==> config.mk <==
export PLATFORM = sky130hd
export DESIGN_NAME = gci_status_config_registers
export DESIGN_NICKNAME = d
export VERILOG_FILES = /design/src/cfg_pkg.sv /design/src/chan_if.sv /design/src/gci_status_config_registers.sv /design/src/chan_regs.sv /design/src/chopper_div.sv
export SDC_FILE = /design/constraint.sdc
export NUM_CORES = 1
export LEC_CHECK = 0
export ABC_AREA = 1
export BUFFER_PORTS_ARGS = -buffer_cell sky130_fd_sc_hd__buf_2
export CAP_MARGIN = 20
export CORE_ASPECT_RATIO = 1.2
export CORE_UTILIZATION = 40
export DETAILED_ROUTE_END_ITERATION = 10
export PLACE_DENSITY = 0.67
export SLEW_MARGIN = 20
export SYNTH_ARGS = -nofsm -noshare
export SYNTH_HDL_FRONTEND = slang
export SYNTH_HIERARCHICAL = 1
export SYNTH_SLANG_ARGS = --single-unit
==> constraint.sdc <==
create_clock -name ref_clk -period 4.2 [get_ports ref_clk]
set_clock_uncertainty 0.1 [all_clocks]
set_input_delay 0.84 -clock ref_clk [delete_from_list [all_inputs] [get_ports ref_clk]]
set_output_delay 0.84 -clock ref_clk [all_outputs]
set_load 0.05 [all_outputs]
==> src/cfg_pkg.sv <==
package cfg_pkg;
  // ==========================================================
  // command bytes (bit 0 is the write/read select)
  localparam logic [6:0] CMD_OPCOND = 7'h38;
  localparam logic [6:0] CMD_CHIPCFG = 7'h23;
  localparam logic [6:0] CMD_OPFUNC = 7'h30;
  localparam logic [6:0] CMD_PINDIR = 7'h2A;
  localparam logic [6:0] CMD_OPMODE = 7'h25;
  localparam logic [6:0] CMD_PINSET = 7'h29;
  localparam logic [7:0] CMD_PINSTATE_RD = 8'h53;
  localparam logic [7:0] CMD_DEACTIVATE = 8'h00;
  localparam logic [7:0] CMD_ACTIVATE = 8'h0E;
  // ==========================================================
  // reset values
  localparam logic [7:0] OPCOND_RST = 8'h00;
  localparam logic [1:0] CHIPCFG_RST = 2'h0;
  localparam logic [6:0] OPFUNC_RST = 7'h00;
  localparam logic [4:0] PINDIR_RST = 5'h00;
  localparam logic [7:0] OPMODE_RST = 8'h0F;
  // ==========================================================
  // field positions
  localparam int OC_TX_CUT = 7;
  localparam int OC_RX_CUT = 6;
  localparam int OC_HPF_BYP = 5;
  localparam int OC_RGAIN = 4;
  localparam int OC_ARM_TX = 3;
  localparam int OC_ILB = 2;
  localparam int OC_FDL = 1;
  localparam int OC_TONE = 0;
  localparam int CC_INT_TYPE = 7;
  localparam int CC_CHOP = 6;
  localparam int OF_LAW = 6;
  localparam int PD_ACTIVE = 6;
  localparam int PD_CLOCK_FAIL_FLAG = 5;
  localparam int OM_INACTIVE_OUTPUT_MODE = 5;
  // chopper divide ratios of the 2048 kHz reference
  localparam logic [3:0] CHOP_DIV_SLOW = 4'h8;
  localparam logic [3:0] CHOP_DIV_FAST = 4'h7;
  // command sequencer states
  typedef enum logic [2:0] {
    ST_CMD = 3'b001,
    ST_DATA = 3'b010,
    ST_REPLY = 3'b100
  } seq_state_t;
endpackage

==> src/chan_if.sv <==
`timescale 1ns/1ps
// per-channel register access between sequencer and storage
interface chan_if;
  logic [1:0] ch;
  logic [7:0] opcond;
  logic [6:0] opfunc;
  logic [4:0] pindir;
  logic wr_opcond;
  logic wr_opfunc;
  logic wr_pindir;
  logic [7:0] wdata;
  modport store (input ch, wr_opcond, wr_opfunc, wr_pindir, wdata,
    output opcond, opfunc, pindir);
  modport user (output ch, wr_opcond, wr_opfunc, wr_pindir, wdata,
    input opcond, opfunc, pindir);
endinterface

==> src/gci_status_config_registers.sv <==
`timescale 1ns/1ps
module gci_status_config_registers
  import cfg_pkg::*;
#(
  parameter int NCH = 4
) (
  input wire logic ref_clk,
  input wire logic rst,
  input wire logic mon_valid,
  input wire logic [7:0] mon_byte,
  input wire logic [1:0] mon_ch,
  output logic reply_valid,
  output logic [7:0] reply_byte,
  input wire logic ref2048_en,
  input wire logic clock_unsync,
  input wire logic input_mux_strobe,
  input wire logic [NCH-1:0] debounced_input_one,
  input wire logic [NCH-1:0] debounced_input_two,
  input wire logic [NCH-1:0] multiplexed_input_bit,
  input wire logic [NCH*7-1:0] pins_in,
  input wire logic ci_down_valid,
  input wire logic [1:0] ci_down_ch,
  input wire logic [4:0] ci_down_bits,
  output logic [NCH*5-1:0] pins_out,
  output logic [NCH*5-1:0] pins_oe,
  output logic [NCH*3-1:0] ci_up_bits,
  output logic [NCH-1:0] tx_path_cut,
  output logic [NCH-1:0] rx_path_cut,
  output logic [NCH-1:0] balance_filter_off,
  output logic [NCH-1:0] highpass_bypass,
  output logic [NCH-1:0] reduced_rx_gain,
  output logic [NCH-1:0] arm_tx_interrupt,
  output logic [NCH-1:0] interface_loopback,
  output logic [NCH-1:0] full_digital_loopback,
  output logic [NCH-1:0] rx_test_tone,
  output logic [NCH-1:0] mu_law_sel,
  output logic [NCH*6-1:0] coef_sel,
  output logic [NCH-1:0] channel_active_flag,
  output logic [NCH-1:0] analog_out_hiz,
  output logic interrupt_output_type,
  output logic chopper_rate_select,
  output logic chopper_clk_en,
  output logic inactive_output_mode
);
  // elaboration check: storage and pin maps are laid out for four channels
  if (NCH != 4) begin : gen_bad_nch
    $error("block serves exactly four channels");
  end
  // ==========================================================
  // pin synchronisers
  logic [NCH*7-1:0] pins_s1_reg;
  logic [NCH*7-1:0] pins_s2_reg;
  logic [NCH-1:0] dbi1_s1_reg, dbi1_s2_reg;
  logic [NCH-1:0] dbi2_s1_reg, dbi2_s2_reg;
  logic [NCH-1:0] mux_s1_reg, mux_s2_reg;
  logic clock_fail_flag_s1_reg, clock_fail_flag_s2_reg;
  logic strobe_s1_reg, strobe_s2_reg;
  // pin levels, two stages before any logic reads them
  always_ff @(posedge ref_clk) begin
    if (rst) begin
      pins_s1_reg <= '0;
      pins_s2_reg <= '0;
    end else begin
      pins_s1_reg <= pins_in;
      pins_s2_reg <= pins_s1_reg;
    end
  end
  // debounced input one, two stages
  always_ff @(posedge ref_clk) begin
    if (rst) begin
      dbi1_s1_reg <= '0;
      dbi1_s2_reg <= '0;
    end else begin
      dbi1_s1_reg <= debounced_input_one;
      dbi1_s2_reg <= dbi1_s1_reg;
    end
  end
  // debounced input two, two stages
  always_ff @(posedge ref_clk) begin
    if (rst) begin
      dbi2_s1_reg <= '0;
      dbi2_s2_reg <= '0;
    end else begin
      dbi2_s1_reg <= debounced_input_two;
      dbi2_s2_reg <= dbi2_s1_reg;
    end
  end
  // multiplexed input bits, two stages
  always_ff @(posedge ref_clk) begin
    if (rst) begin
      mux_s1_reg <= '0;
      mux_s2_reg <= '0;
    end else begin
      mux_s1_reg <= multiplexed_input_bit;
      mux_s2_reg <= mux_s1_reg;
    end
  end
  // clock fail status; only the second stage reads the first
  always_ff @(posedge ref_clk) begin
    if (rst) begin
      clock_fail_flag_s1_reg <= 1'b0;
      clock_fail_flag_s2_reg <= 1'b0;
    end else begin
      clock_fail_flag_s1_reg <= clock_unsync;
      clock_fail_flag_s2_reg <= clock_fail_flag_s1_reg;
    end
  end
  // input mux strobe, two stages
  always_ff @(posedge ref_clk) begin
    if (rst) begin
      strobe_s1_reg <= 1'b0;
      strobe_s2_reg <= 1'b0;
    end else begin
      strobe_s1_reg <= input_mux_strobe;
      strobe_s2_reg <= strobe_s1_reg;
    end
  end
  // ==========================================================
  // per-channel storage
  chan_if cbus();
  logic [NCH*8-1:0] opcond_all;
  logic [NCH*7-1:0] opfunc_all;
  logic [NCH*5-1:0] pindir_all;
  chan_regs #(.NCH(NCH)) u_chan (
    .ref_clk(ref_clk),
    .rst(rst),
    .bus(cbus),
    .opcond_all(opcond_all),
    .opfunc_all(opfunc_all),
    .pindir_all(pindir_all)
  );
  // ==========================================================
  // global registers and sequencer
  seq_state_t state_reg;
  logic [7:0] cmd_reg;
  logic [1:0] ch_reg;
  logic [1:0] chipcfg_reg;
  logic [7:0] opmode_reg;
  logic [NCH-1:0] active_reg;
  logic cmd_wr, cmd_rd;
  logic [6:0] cmd_hi;
  assign cmd_hi = mon_byte[7:1];
  // decode of a command byte: upper seven bits pick register
  always_comb begin
    cmd_wr = 1'b0;
    cmd_rd = 1'b0;
    if (cmd_hi == CMD_OPCOND || cmd_hi == CMD_CHIPCFG || cmd_hi == CMD_OPFUNC ||
        cmd_hi == CMD_PINDIR || cmd_hi == CMD_OPMODE) begin
      cmd_wr = ~mon_byte[0];
      cmd_rd = mon_byte[0];
    end else if (mon_byte == {CMD_PINSET, 1'b0}) begin
      cmd_wr = 1'b1;
      // 53h shares its upper bits with 52h, so it is matched whole
    end else if (mon_byte == CMD_PINSTATE_RD) begin
      cmd_rd = 1'b1;
    end
  end
  // data byte of a write command
  logic data_phase;
  assign data_phase = (state_reg == ST_DATA) && mon_valid;
  // command byte and its channel, captured in the idle state
  always_ff @(posedge ref_clk) begin
    if (rst) begin
      cmd_reg <= 8'h00;
      ch_reg <= 2'h0;
    end else if (state_reg == ST_CMD && mon_valid) begin
      cmd_reg <= mon_byte;
      ch_reg <= mon_ch;
    end
  end
  // sequencer: command byte, then data byte or reply
  // bytes arriving in the reply cycle are dropped, so a read needs idle room
  always_ff @(posedge ref_clk) begin
    if (rst) begin
      state_reg <= ST_CMD;
    end else begin
      case (state_reg)
        ST_CMD: begin
          if (mon_valid && cmd_wr) begin
            state_reg <= ST_DATA;
          end else if (mon_valid && cmd_rd) begin
            state_reg <= ST_REPLY;
          end
        end
        ST_DATA: if (mon_valid) state_reg <= ST_CMD;
        ST_REPLY: state_reg <= ST_CMD;
        default: state_reg <= ST_CMD;
      endcase
    end
  end
  // channel bus towards per-channel storage
  always_comb begin
    cbus.ch = (state_reg == ST_CMD) ? mon_ch : ch_reg;
    cbus.wdata = mon_byte;
    cbus.wr_opcond = data_phase && cmd_reg[7:1] == CMD_OPCOND;
    cbus.wr_opfunc = data_phase && cmd_reg[7:1] == CMD_OPFUNC;
    cbus.wr_pindir = data_phase && cmd_reg[7:1] == CMD_PINDIR;
  end
  // single shared chip configuration
  always_ff @(posedge ref_clk) begin
    if (rst) begin
      chipcfg_reg <= CHIPCFG_RST;
    end else if (data_phase && cmd_reg[7:1] == CMD_CHIPCFG) begin
      chipcfg_reg <= mon_byte[7:6];
    end
  end
  // single shared operating mode
  // all eight bits kept; the low-power bit drives nothing
  always_ff @(posedge ref_clk) begin
    if (rst) begin
      opmode_reg <= OPMODE_RST;
    end else if (data_phase && cmd_reg[7:1] == CMD_OPMODE) begin
      opmode_reg <= mon_byte;
    end
  end
  // channel activity from activate/deactivate commands
  // these commands carry no data byte, so they act in the idle state
  always_ff @(posedge ref_clk) begin
    if (rst) begin
      active_reg <= '0;
    end else if (state_reg == ST_CMD && mon_valid) begin
      if (mon_byte == CMD_ACTIVATE) active_reg[mon_ch] <= 1'b1;
      else if (mon_byte == CMD_DEACTIVATE) active_reg[mon_ch] <= 1'b0;
    end
  end
  // ==========================================================
  // output pin latches: downstream C/I, or 52h write
  // a C/I field in the same cycle as a 52h data byte wins
  logic [NCH*5-1:0] pin_drive_reg;
  logic pinset_wr;
  assign pinset_wr = data_phase && cmd_reg == {CMD_PINSET, 1'b0};
  always_ff @(posedge ref_clk) begin
    if (rst) begin
      pin_drive_reg <= '0;
    end else if (ci_down_valid) begin
      pin_drive_reg[ci_down_ch*5 +: 5] <= ci_down_bits;
    end else if (pinset_wr) begin
      pin_drive_reg[ch_reg*5 +: 5] <= {mon_byte[4:2], mon_byte[1:0]};
    end
  end
  // ==========================================================
  // read reply, one cycle after the storage read settles
  logic [4:0] pin_lvl;
  logic [6:0] raw;
  always_comb begin
    raw = pins_s2_reg[ch_reg*7 +: 7];
    pin_lvl = raw[4:0];
  end
  // reply register; reserved bits read back as zero
  always_ff @(posedge ref_clk) begin
    if (rst) begin
      reply_valid <= 1'b0;
      reply_byte <= 8'h00;
    end else begin
      reply_valid <= 1'b0;
      if (state_reg == ST_REPLY) begin
        reply_valid <= 1'b1;
        case (cmd_reg[7:1])
          CMD_OPCOND: reply_byte <= cbus.opcond;
          CMD_CHIPCFG: reply_byte <= {chipcfg_reg, 6'h00};
          CMD_OPFUNC: reply_byte <= {1'b0, cbus.opfunc};
          CMD_PINDIR: reply_byte <= {1'b0, active_reg[ch_reg], clock_fail_flag_s2_reg,
                                      cbus.pindir};
          CMD_OPMODE: reply_byte <= opmode_reg;
          default: reply_byte <= {raw[6], raw[5], mux_s2_reg[ch_reg], pin_lvl[4:2],
                                   pin_lvl[1], pin_lvl[0]};
        endcase
      end
    end
  end
  // ==========================================================
  // per-channel decode of control bits
  genvar c;
  generate
    for (c = 0; c < NCH; c++) begin : gen_out
      logic [7:0] oc;
      logic [4:0] dir;
      logic ci_one, ci_two, ci_c3;
      assign oc = opcond_all[c*8 +: 8];
      assign dir = pindir_all[c*5 +: 5];
      assign tx_path_cut[c] = oc[OC_TX_CUT];
      assign rx_path_cut[c] = oc[OC_RX_CUT];
      // receive cutoff also silences the balance filter
      assign balance_filter_off[c] = oc[OC_RX_CUT];
      assign highpass_bypass[c] = oc[OC_HPF_BYP];
      assign reduced_rx_gain[c] = oc[OC_RGAIN];
      assign arm_tx_interrupt[c] = oc[OC_ARM_TX];
      assign interface_loopback[c] = oc[OC_ILB];
      assign full_digital_loopback[c] = oc[OC_FDL];
      assign rx_test_tone[c] = oc[OC_TONE];
      assign mu_law_sel[c] = opfunc_all[c*7 + OF_LAW];
      assign coef_sel[c*6 +: 6] = opfunc_all[c*7 +: 6];
      assign channel_active_flag[c] = active_reg[c];
      assign analog_out_hiz[c] = ~active_reg[c] & opmode_reg[OM_INACTIVE_OUTPUT_MODE];
      // drive always present; the enable follows the direction bit
      assign pins_out[c*5 +: 5] = pin_drive_reg[c*5 +: 5];
      assign pins_oe[c*5 +: 5] = dir;
      // upstream C/I, forced low where the pin is an output
      assign ci_one = dir[0] ? 1'b0 : dbi1_s2_reg[c];
      // second slot carries the mux bit while the synced strobe is high
      assign ci_two = dir[1] ? 1'b0 : (strobe_s2_reg ? mux_s2_reg[c] : dbi2_s2_reg[c]);
      assign ci_c3 = dir[2] ? 1'b0 : pins_s2_reg[c*7 + 2];
      assign ci_up_bits[c*3 +: 3] = {ci_c3, ci_two, ci_one};
    end
  endgenerate
  // global configuration outputs
  assign interrupt_output_type = chipcfg_reg[1];
  assign chopper_rate_select = chipcfg_reg[0];
  assign inactive_output_mode = opmode_reg[OM_INACTIVE_OUTPUT_MODE];
  // chopper clock enable
  chopper_div u_chop (
    .ref_clk(ref_clk),
    .rst(rst),
    .ref_en(ref2048_en),
    .rate_sel(chipcfg_reg[0]),
    .chop_en(chopper_clk_en)
  );
endmodule

==> src/chan_regs.sv <==
`timescale 1ns/1ps
// per-channel copies of non-global bits, registered read data
module chan_regs
  import cfg_pkg::*;
#(
  parameter int NCH = 4
) (
  input wire logic ref_clk,
  input wire logic rst,
  chan_if.store bus,
  output logic [NCH*8-1:0] opcond_all,
  output logic [NCH*7-1:0] opfunc_all,
  output logic [NCH*5-1:0] pindir_all
);
  if (NCH != 4) begin : gen_bad_nch
    $error("chan_regs serves four channels");
  end
  // ==========================================================
  // storage, one generate entry per channel
  genvar g;
  generate
    for (g = 0; g < NCH; g++) begin : gen_ch
      logic [7:0] oc_reg;
      logic [6:0] of_reg;
      logic [4:0] pd_reg;
      always_ff @(posedge ref_clk) begin
        if (rst) begin
          oc_reg <= OPCOND_RST;
          of_reg <= OPFUNC_RST;
          pd_reg <= PINDIR_RST;
        end else if (bus.ch == 2'(g)) begin
          if (bus.wr_opcond) oc_reg <= bus.wdata;
          if (bus.wr_opfunc) of_reg <= bus.wdata[6:0];
          if (bus.wr_pindir) pd_reg <= bus.wdata[4:0];
        end
      end
      assign opcond_all[g*8 +: 8] = oc_reg;
      assign opfunc_all[g*7 +: 7] = of_reg;
      assign pindir_all[g*5 +: 5] = pd_reg;
    end
  endgenerate
  // registered read of the addressed channel
  always_ff @(posedge ref_clk) begin
    if (rst) begin
      bus.opcond <= OPCOND_RST;
      bus.opfunc <= OPFUNC_RST;
      bus.pindir <= PINDIR_RST;
    end else begin
      bus.opcond <= opcond_all[bus.ch*8 +: 8];
      bus.opfunc <= opfunc_all[bus.ch*7 +: 7];
      bus.pindir <= pindir_all[bus.ch*5 +: 5];
    end
  end
endmodule

==> src/chopper_div.sv <==
`timescale 1ns/1ps
// divides the 2048 kHz reference enable by 8 or 7
module chopper_div
  import cfg_pkg::*;
(
  input wire logic ref_clk,
  input wire logic rst,
  input wire logic ref_en,
  input wire logic rate_sel,
  output logic chop_en
);
  logic [3:0] cnt_reg;
  logic [3:0] div;
  assign div = rate_sel ? CHOP_DIV_FAST : CHOP_DIV_SLOW;
  // count reference ticks, pulse on wrap
  always_ff @(posedge ref_clk) begin
    if (rst) begin
      cnt_reg <= 4'h0;
      chop_en <= 1'b0;
    end else begin
      chop_en <= 1'b0;
      if (ref_en) begin
        if (cnt_reg >= div - 4'h1) begin
          cnt_reg <= 4'h0;
          chop_en <= 1'b1;
        end else begin
          cnt_reg <= cnt_reg + 4'h1;
        end
      end
    end
  end
endmodule

==> summary by stage <==
Floorplanning
The number of core rows is 66. The initial utilization of the core area, before any placement, comes to 0.4067. The die outline height is 183.5 um. The core region area is 27000 um^2.

The die covers 28120 um^2. The horizontal die dimension is 153.3 um. The boundary pin count is 201.

Clocking
The post-cts resize count is 0. At the later pin of the worst-skew pair, clock insertion delay measures 0.54 ns. The cell at the root of the clock tree is sky130_fd_sc_hd__clkbuf_16. After clock tree synthesis, the setup repair step added 0 buffers. The number of buffers on the longest clock path is 3. The clock-pin transition on the worst setup and hold timing paths is 0.06 ns. Counting the buffers created by CTS gives 26. For this design, the sink count on the clock tree is 245. The clock tree from TritonCTS is done. Hold repair after CTS inserted 0 buffers. The CTS H-tree depth is 1.

Route
The via count of the routed design is 10320. In this run the remaining antenna-violating nets after routing total 0. The iteration count of the initial detailed-routing pass is 5. The ratio of routed vias to standard cells is 5.016.

In the routed design, unresolved DRC markers number 0. The detailed router's first-iteration violation count is 902. The post-detailed-route wirelength per cell is 15.49 um. Summed over all layers, the routed wires come to 31870 um.

Critical path
Along the worst path, the maximum fanout reaches 37. The worst setup path is of the flop to flop kind. The gate family responsible for the most delay along the worst path is simple AND/OR/NAND/NOR gates. The worst setup path is launched from a flop. The critical path data arrival time is 3.04 ns.

The count of cells along the worst register-to-register path is 8. The critical path goes through inv_2 > nor3_4 > nand2_1 > o21ai_4 > buf_4 > nand3_1 > nand2_1 > a21oi_1. The slowest stage cell on the critical path is sky130_fd_sc_hd__buf_4. In this design, the critical path's most frequently occurring cell is sky130_fd_sc_hd__nand2_1. The data required time at the worst endpoint is 4.48 ns. In this run the number of cells on the critical path is 8. Counting both buffers and inverters, the worst setup path holds a total of 2. For this run, the slowest stage of the critical path takes 0.51 ns. The endpoint type of the worst setup path is a flop.

Synth
The post-synthesis async set-or-reset flop share is 0. The number of distinct library cell variants in the gate-level netlist after synthesis is 41. By area, the combinational part of the netlist is dominated by simple AND/OR/NAND/NOR gates.

For this run, the register share of the synthesized area comes to 0.4466. The number of nets handed over by synthesis was 1630. Counting flops with a built-in enable in the synthesized netlist gives 0.

The share of cell area taken by muxes after synthesis is 0.0009115. Summing every instance area after synthesis gives 10980 um^2. The most area-hungry cell type in the Yosys netlist is sky130_fd_sc_hd__dfxtp_1.

Of the total synthesized cell area, the portion taken by full adders, half adders and majority gates is 0.01139. Yosys attributes the largest share of cell area to sky130_fd_sc_hd__dfxtp_1 (45%), sky130_fd_sc_hd__nor2_1 (11%), sky130_fd_sc_hd__nand2_1 (10%). Of the total synthesized cell area, the portion taken by XOR and XNOR cells is 0.001595. The share of the synthesized area in the top cell type is 0.4466.

The fraction of the mapped netlist area in compound gates was 0.06973. In the post-synthesis netlist, the cell with the most instances is sky130_fd_sc_hd__nor2_1. Counting every instance in the synthesized netlist gives 1556. The predominant post-synthesis flop cell is sky130_fd_sc_hd__dfxtp_1.

The commonest cells after synthesis are sky130_fd_sc_hd__nor2_1 (315), sky130_fd_sc_hd__nand2_1 (292), sky130_fd_sc_hd__dfxtp_1 (245). The synthesized flop and latch total is 245. The synthesized-area fraction occupied by and/or/nand/nor cells is 0.3401. The number of warnings issued by yosys is 6. After synthesis, the mean cell area works out to 7.058 um^2.

Status
The run finished with clean final reports.

Finish
In the final design database the tool counted 1775 nets. Of the cells placed in the final design, the portion with a size suffix greater than 1 is 0.1752. 0 antenna diodes ended up in the layout. The post-synthesis to final-layout area growth is 16.24%. The register with the most flip-flops in the layout has 32 of them. The count of fill cells added during filler insertion is 2767.

Timing
The final critical-path setup slack is 1.439 ns. The period utilization is 0.6575. Setup repair after global routing left no endpoint under its margin. The worst hold slack across all endpoints is 0.2991 ns. The transition time of the tightest slew-check pin is 0.8908 ns. Counting I/O delays and the setup requirement, the final critical path takes 2.761 ns.

The number of endpoints with negative hold slack in the final report is 0. The timing-limited maximum frequency is 0.3621 GHz. The remaining max-slew budget at the tightest pin is 0.4039. The sum of negative setup slack is 0 ns. The number of setup violations in the final report is 0. The final-report max-slew violation count is 0.

Min path
Along the worst hold path, the cell count comes to 2. The class of the worst hold path is flop to flop.

Placed design
The congestion estimate from routability-driven global placement came to 0.9599. The worst setup slack before clock tree synthesis is 1.234 ns. Buffers placed on the I/O ports in this run total 200. The half-perimeter wire length of the detailed placement result is 22620 um.

Global route
The global-route usage over all layers is 0.2225. The via count of the first global-routing pass came to 9478. The largest net degree at the start of global routing is 85. The total overflow left after global routing is 0.

The initial antenna violation count is 0. The wire length of the first global-routing pass is 49820 um.

Job
The number of max-cap violations is 0.

Power
The power density over the cells is 406.7 nW/um^2. The total power of the final layout is 5.192 mW. The leakage power of the design is 6.239 nW. The largest vdd supply drop is 300.1 uV.
[where the power goes]
group	switching, mW	internal [mW]	leakage [nW]
clock network	0.917	1.40	0.430
logic	0.351	0.123	3.81
registers	0.0243	2.38	2.00
[logic make-up (layout without fill, tap and decap cells)]
kind of cell	after synthesis	in the layout
AOI/OAI and AO/OA	140	140
and+or+nand+nor	853	853
DFF	245	245
adders and majority gates	10	10
buffers and inverters	305	467
xor gates and xnor gates	2	2
muxes	1	1
[worst reg2reg max path, cell delays in order (launching register included)]
cell                      delay [ns]
sky130_fd_sc_hd__dfxtp_1        0.38
sky130_fd_sc_hd__inv_2          0.09
sky130_fd_sc_hd__nor3_4         0.35
sky130_fd_sc_hd__nand2_1        0.17
sky130_fd_sc_hd__o21ai_4        0.34
sky130_fd_sc_hd__buf_4          0.53
sky130_fd_sc_hd__nand3_1        0.40
sky130_fd_sc_hd__nand2_1        0.17
sky130_fd_sc_hd__a21oi_1        0.07
[final timing paths]
| kind | start | endpoint | slack, ns |
|---|---|---|---|
| worst max-delay path | state_reg[0] | u_chan/gen_ch[1].oc_reg[6] | 1.44 |
| worst min-delay path | pins_s1_reg[21] | pins_s2_reg[21] | 0.30 |
| worst max register to register | state_reg[0] | u_chan/gen_ch[1].oc_reg[6] | 1.44 |
| worst min register to register | pins_s1_reg[21] | pins_s2_reg[21] | 0.30 |
[per-layer routing]
layer / part of all wire / global-route usage / vias up
met3: 0.070 / 0.03866 / 62
met5: 0 / 0 / -
met1: 0.43 / 0.2784 / 4719
met4: 0.028 / 0.07798 / 0
met2: 0.48 / 0.3841 / 380
li1: - / - / 5162
[cells in the final DEF (no fill, tap or decap), types with 2 or more instances in the layout]
| cell type | Yosys | routed |
|---|---|---|
| sky130_fd_sc_hd__o21ai_0 | 36 | 34 |
| sky130_fd_sc_hd__nand4_1 | 55 | 55 |
| sky130_fd_sc_hd__nor2_1 | 315 | 315 |
| sky130_fd_sc_hd__clkinv_2 | 3 | 7 |
| sky130_fd_sc_hd__clkbuf_16 | 0 | 27 |
| sky130_fd_sc_hd__bufinv_16 | 0 | 2 |
| sky130_fd_sc_hd__nand3_1 | 156 | 156 |
| sky130_fd_sc_hd__o22ai_1 | 21 | 21 |
| sky130_fd_sc_hd__o211ai_1 | 4 | 4 |
| sky130_fd_sc_hd__clkbuf_8 | 4 | 6 |
| sky130_fd_sc_hd__ha_1 | 10 | 10 |
| sky130_fd_sc_hd__or2_2 | 4 | 4 |
| sky130_fd_sc_hd__nand2_2 | 5 | 5 |
| sky130_fd_sc_hd__inv_1 | 194 | 194 |
| sky130_fd_sc_hd__nor3_1 | 3 | 3 |
| sky130_fd_sc_hd__dfxtp_1 | 245 | 245 |
| sky130_fd_sc_hd__clkinv_1 | 2 | 2 |
| sky130_fd_sc_hd__nand2_4 | 5 | 5 |
| sky130_fd_sc_hd__inv_2 | 11 | 11 |
| sky130_fd_sc_hd__nand2_1 | 292 | 292 |
| sky130_fd_sc_hd__o21ai_1 | 3 | 3 |
| sky130_fd_sc_hd__nand3_2 | 2 | 2 |
| sky130_fd_sc_hd__clkbuf_1 | 24 | 5 |
| sky130_fd_sc_hd__nor2_4 | 8 | 8 |
| sky130_fd_sc_hd__a211oi_1 | 4 | 4 |
| sky130_fd_sc_hd__o21ai_4 | 0 | 2 |
| sky130_fd_sc_hd__buf_4 | 25 | 12 |
| sky130_fd_sc_hd__buf_2 | 28 | 199 |
| sky130_fd_sc_hd__a211oi_2 | 2 | 2 |
| sky130_fd_sc_hd__a21oi_1 | 69 | 69 |
| sky130_fd_sc_hd__nor2_2 | 2 | 2 |
[cell type report]
| type | instances | area [um^2] | area share |
|---|---|---|---|
| inverters | 210 | 792.0 | 0.06205 |
| clock inverters | 7 | 88.84 | 0.006959 |
| well taps | 340 | 425.4 | 0.03333 |
| clock buffers | 38 | 777.0 | 0.06087 |
| multi-input cells | 1006 | 4676 | 0.3663 |
| flip-flops and latches | 245 | 4905 | 0.3842 |
| repair buffers | 212 | 1101 | 0.08626 |
[stage by stage]
step,utilization,std cells,cell area [um^2]
after global routing,0.4727,2058,12760
final,0.4727,2058,12760
after floorplan,-,1556,10980
after CTS,0.4722,2057,12750
after global placement,0.4401,2012,11880
after detailed placement,0.4401,2012,11880
No activity file was read; power rests on OpenSTA's default activity.
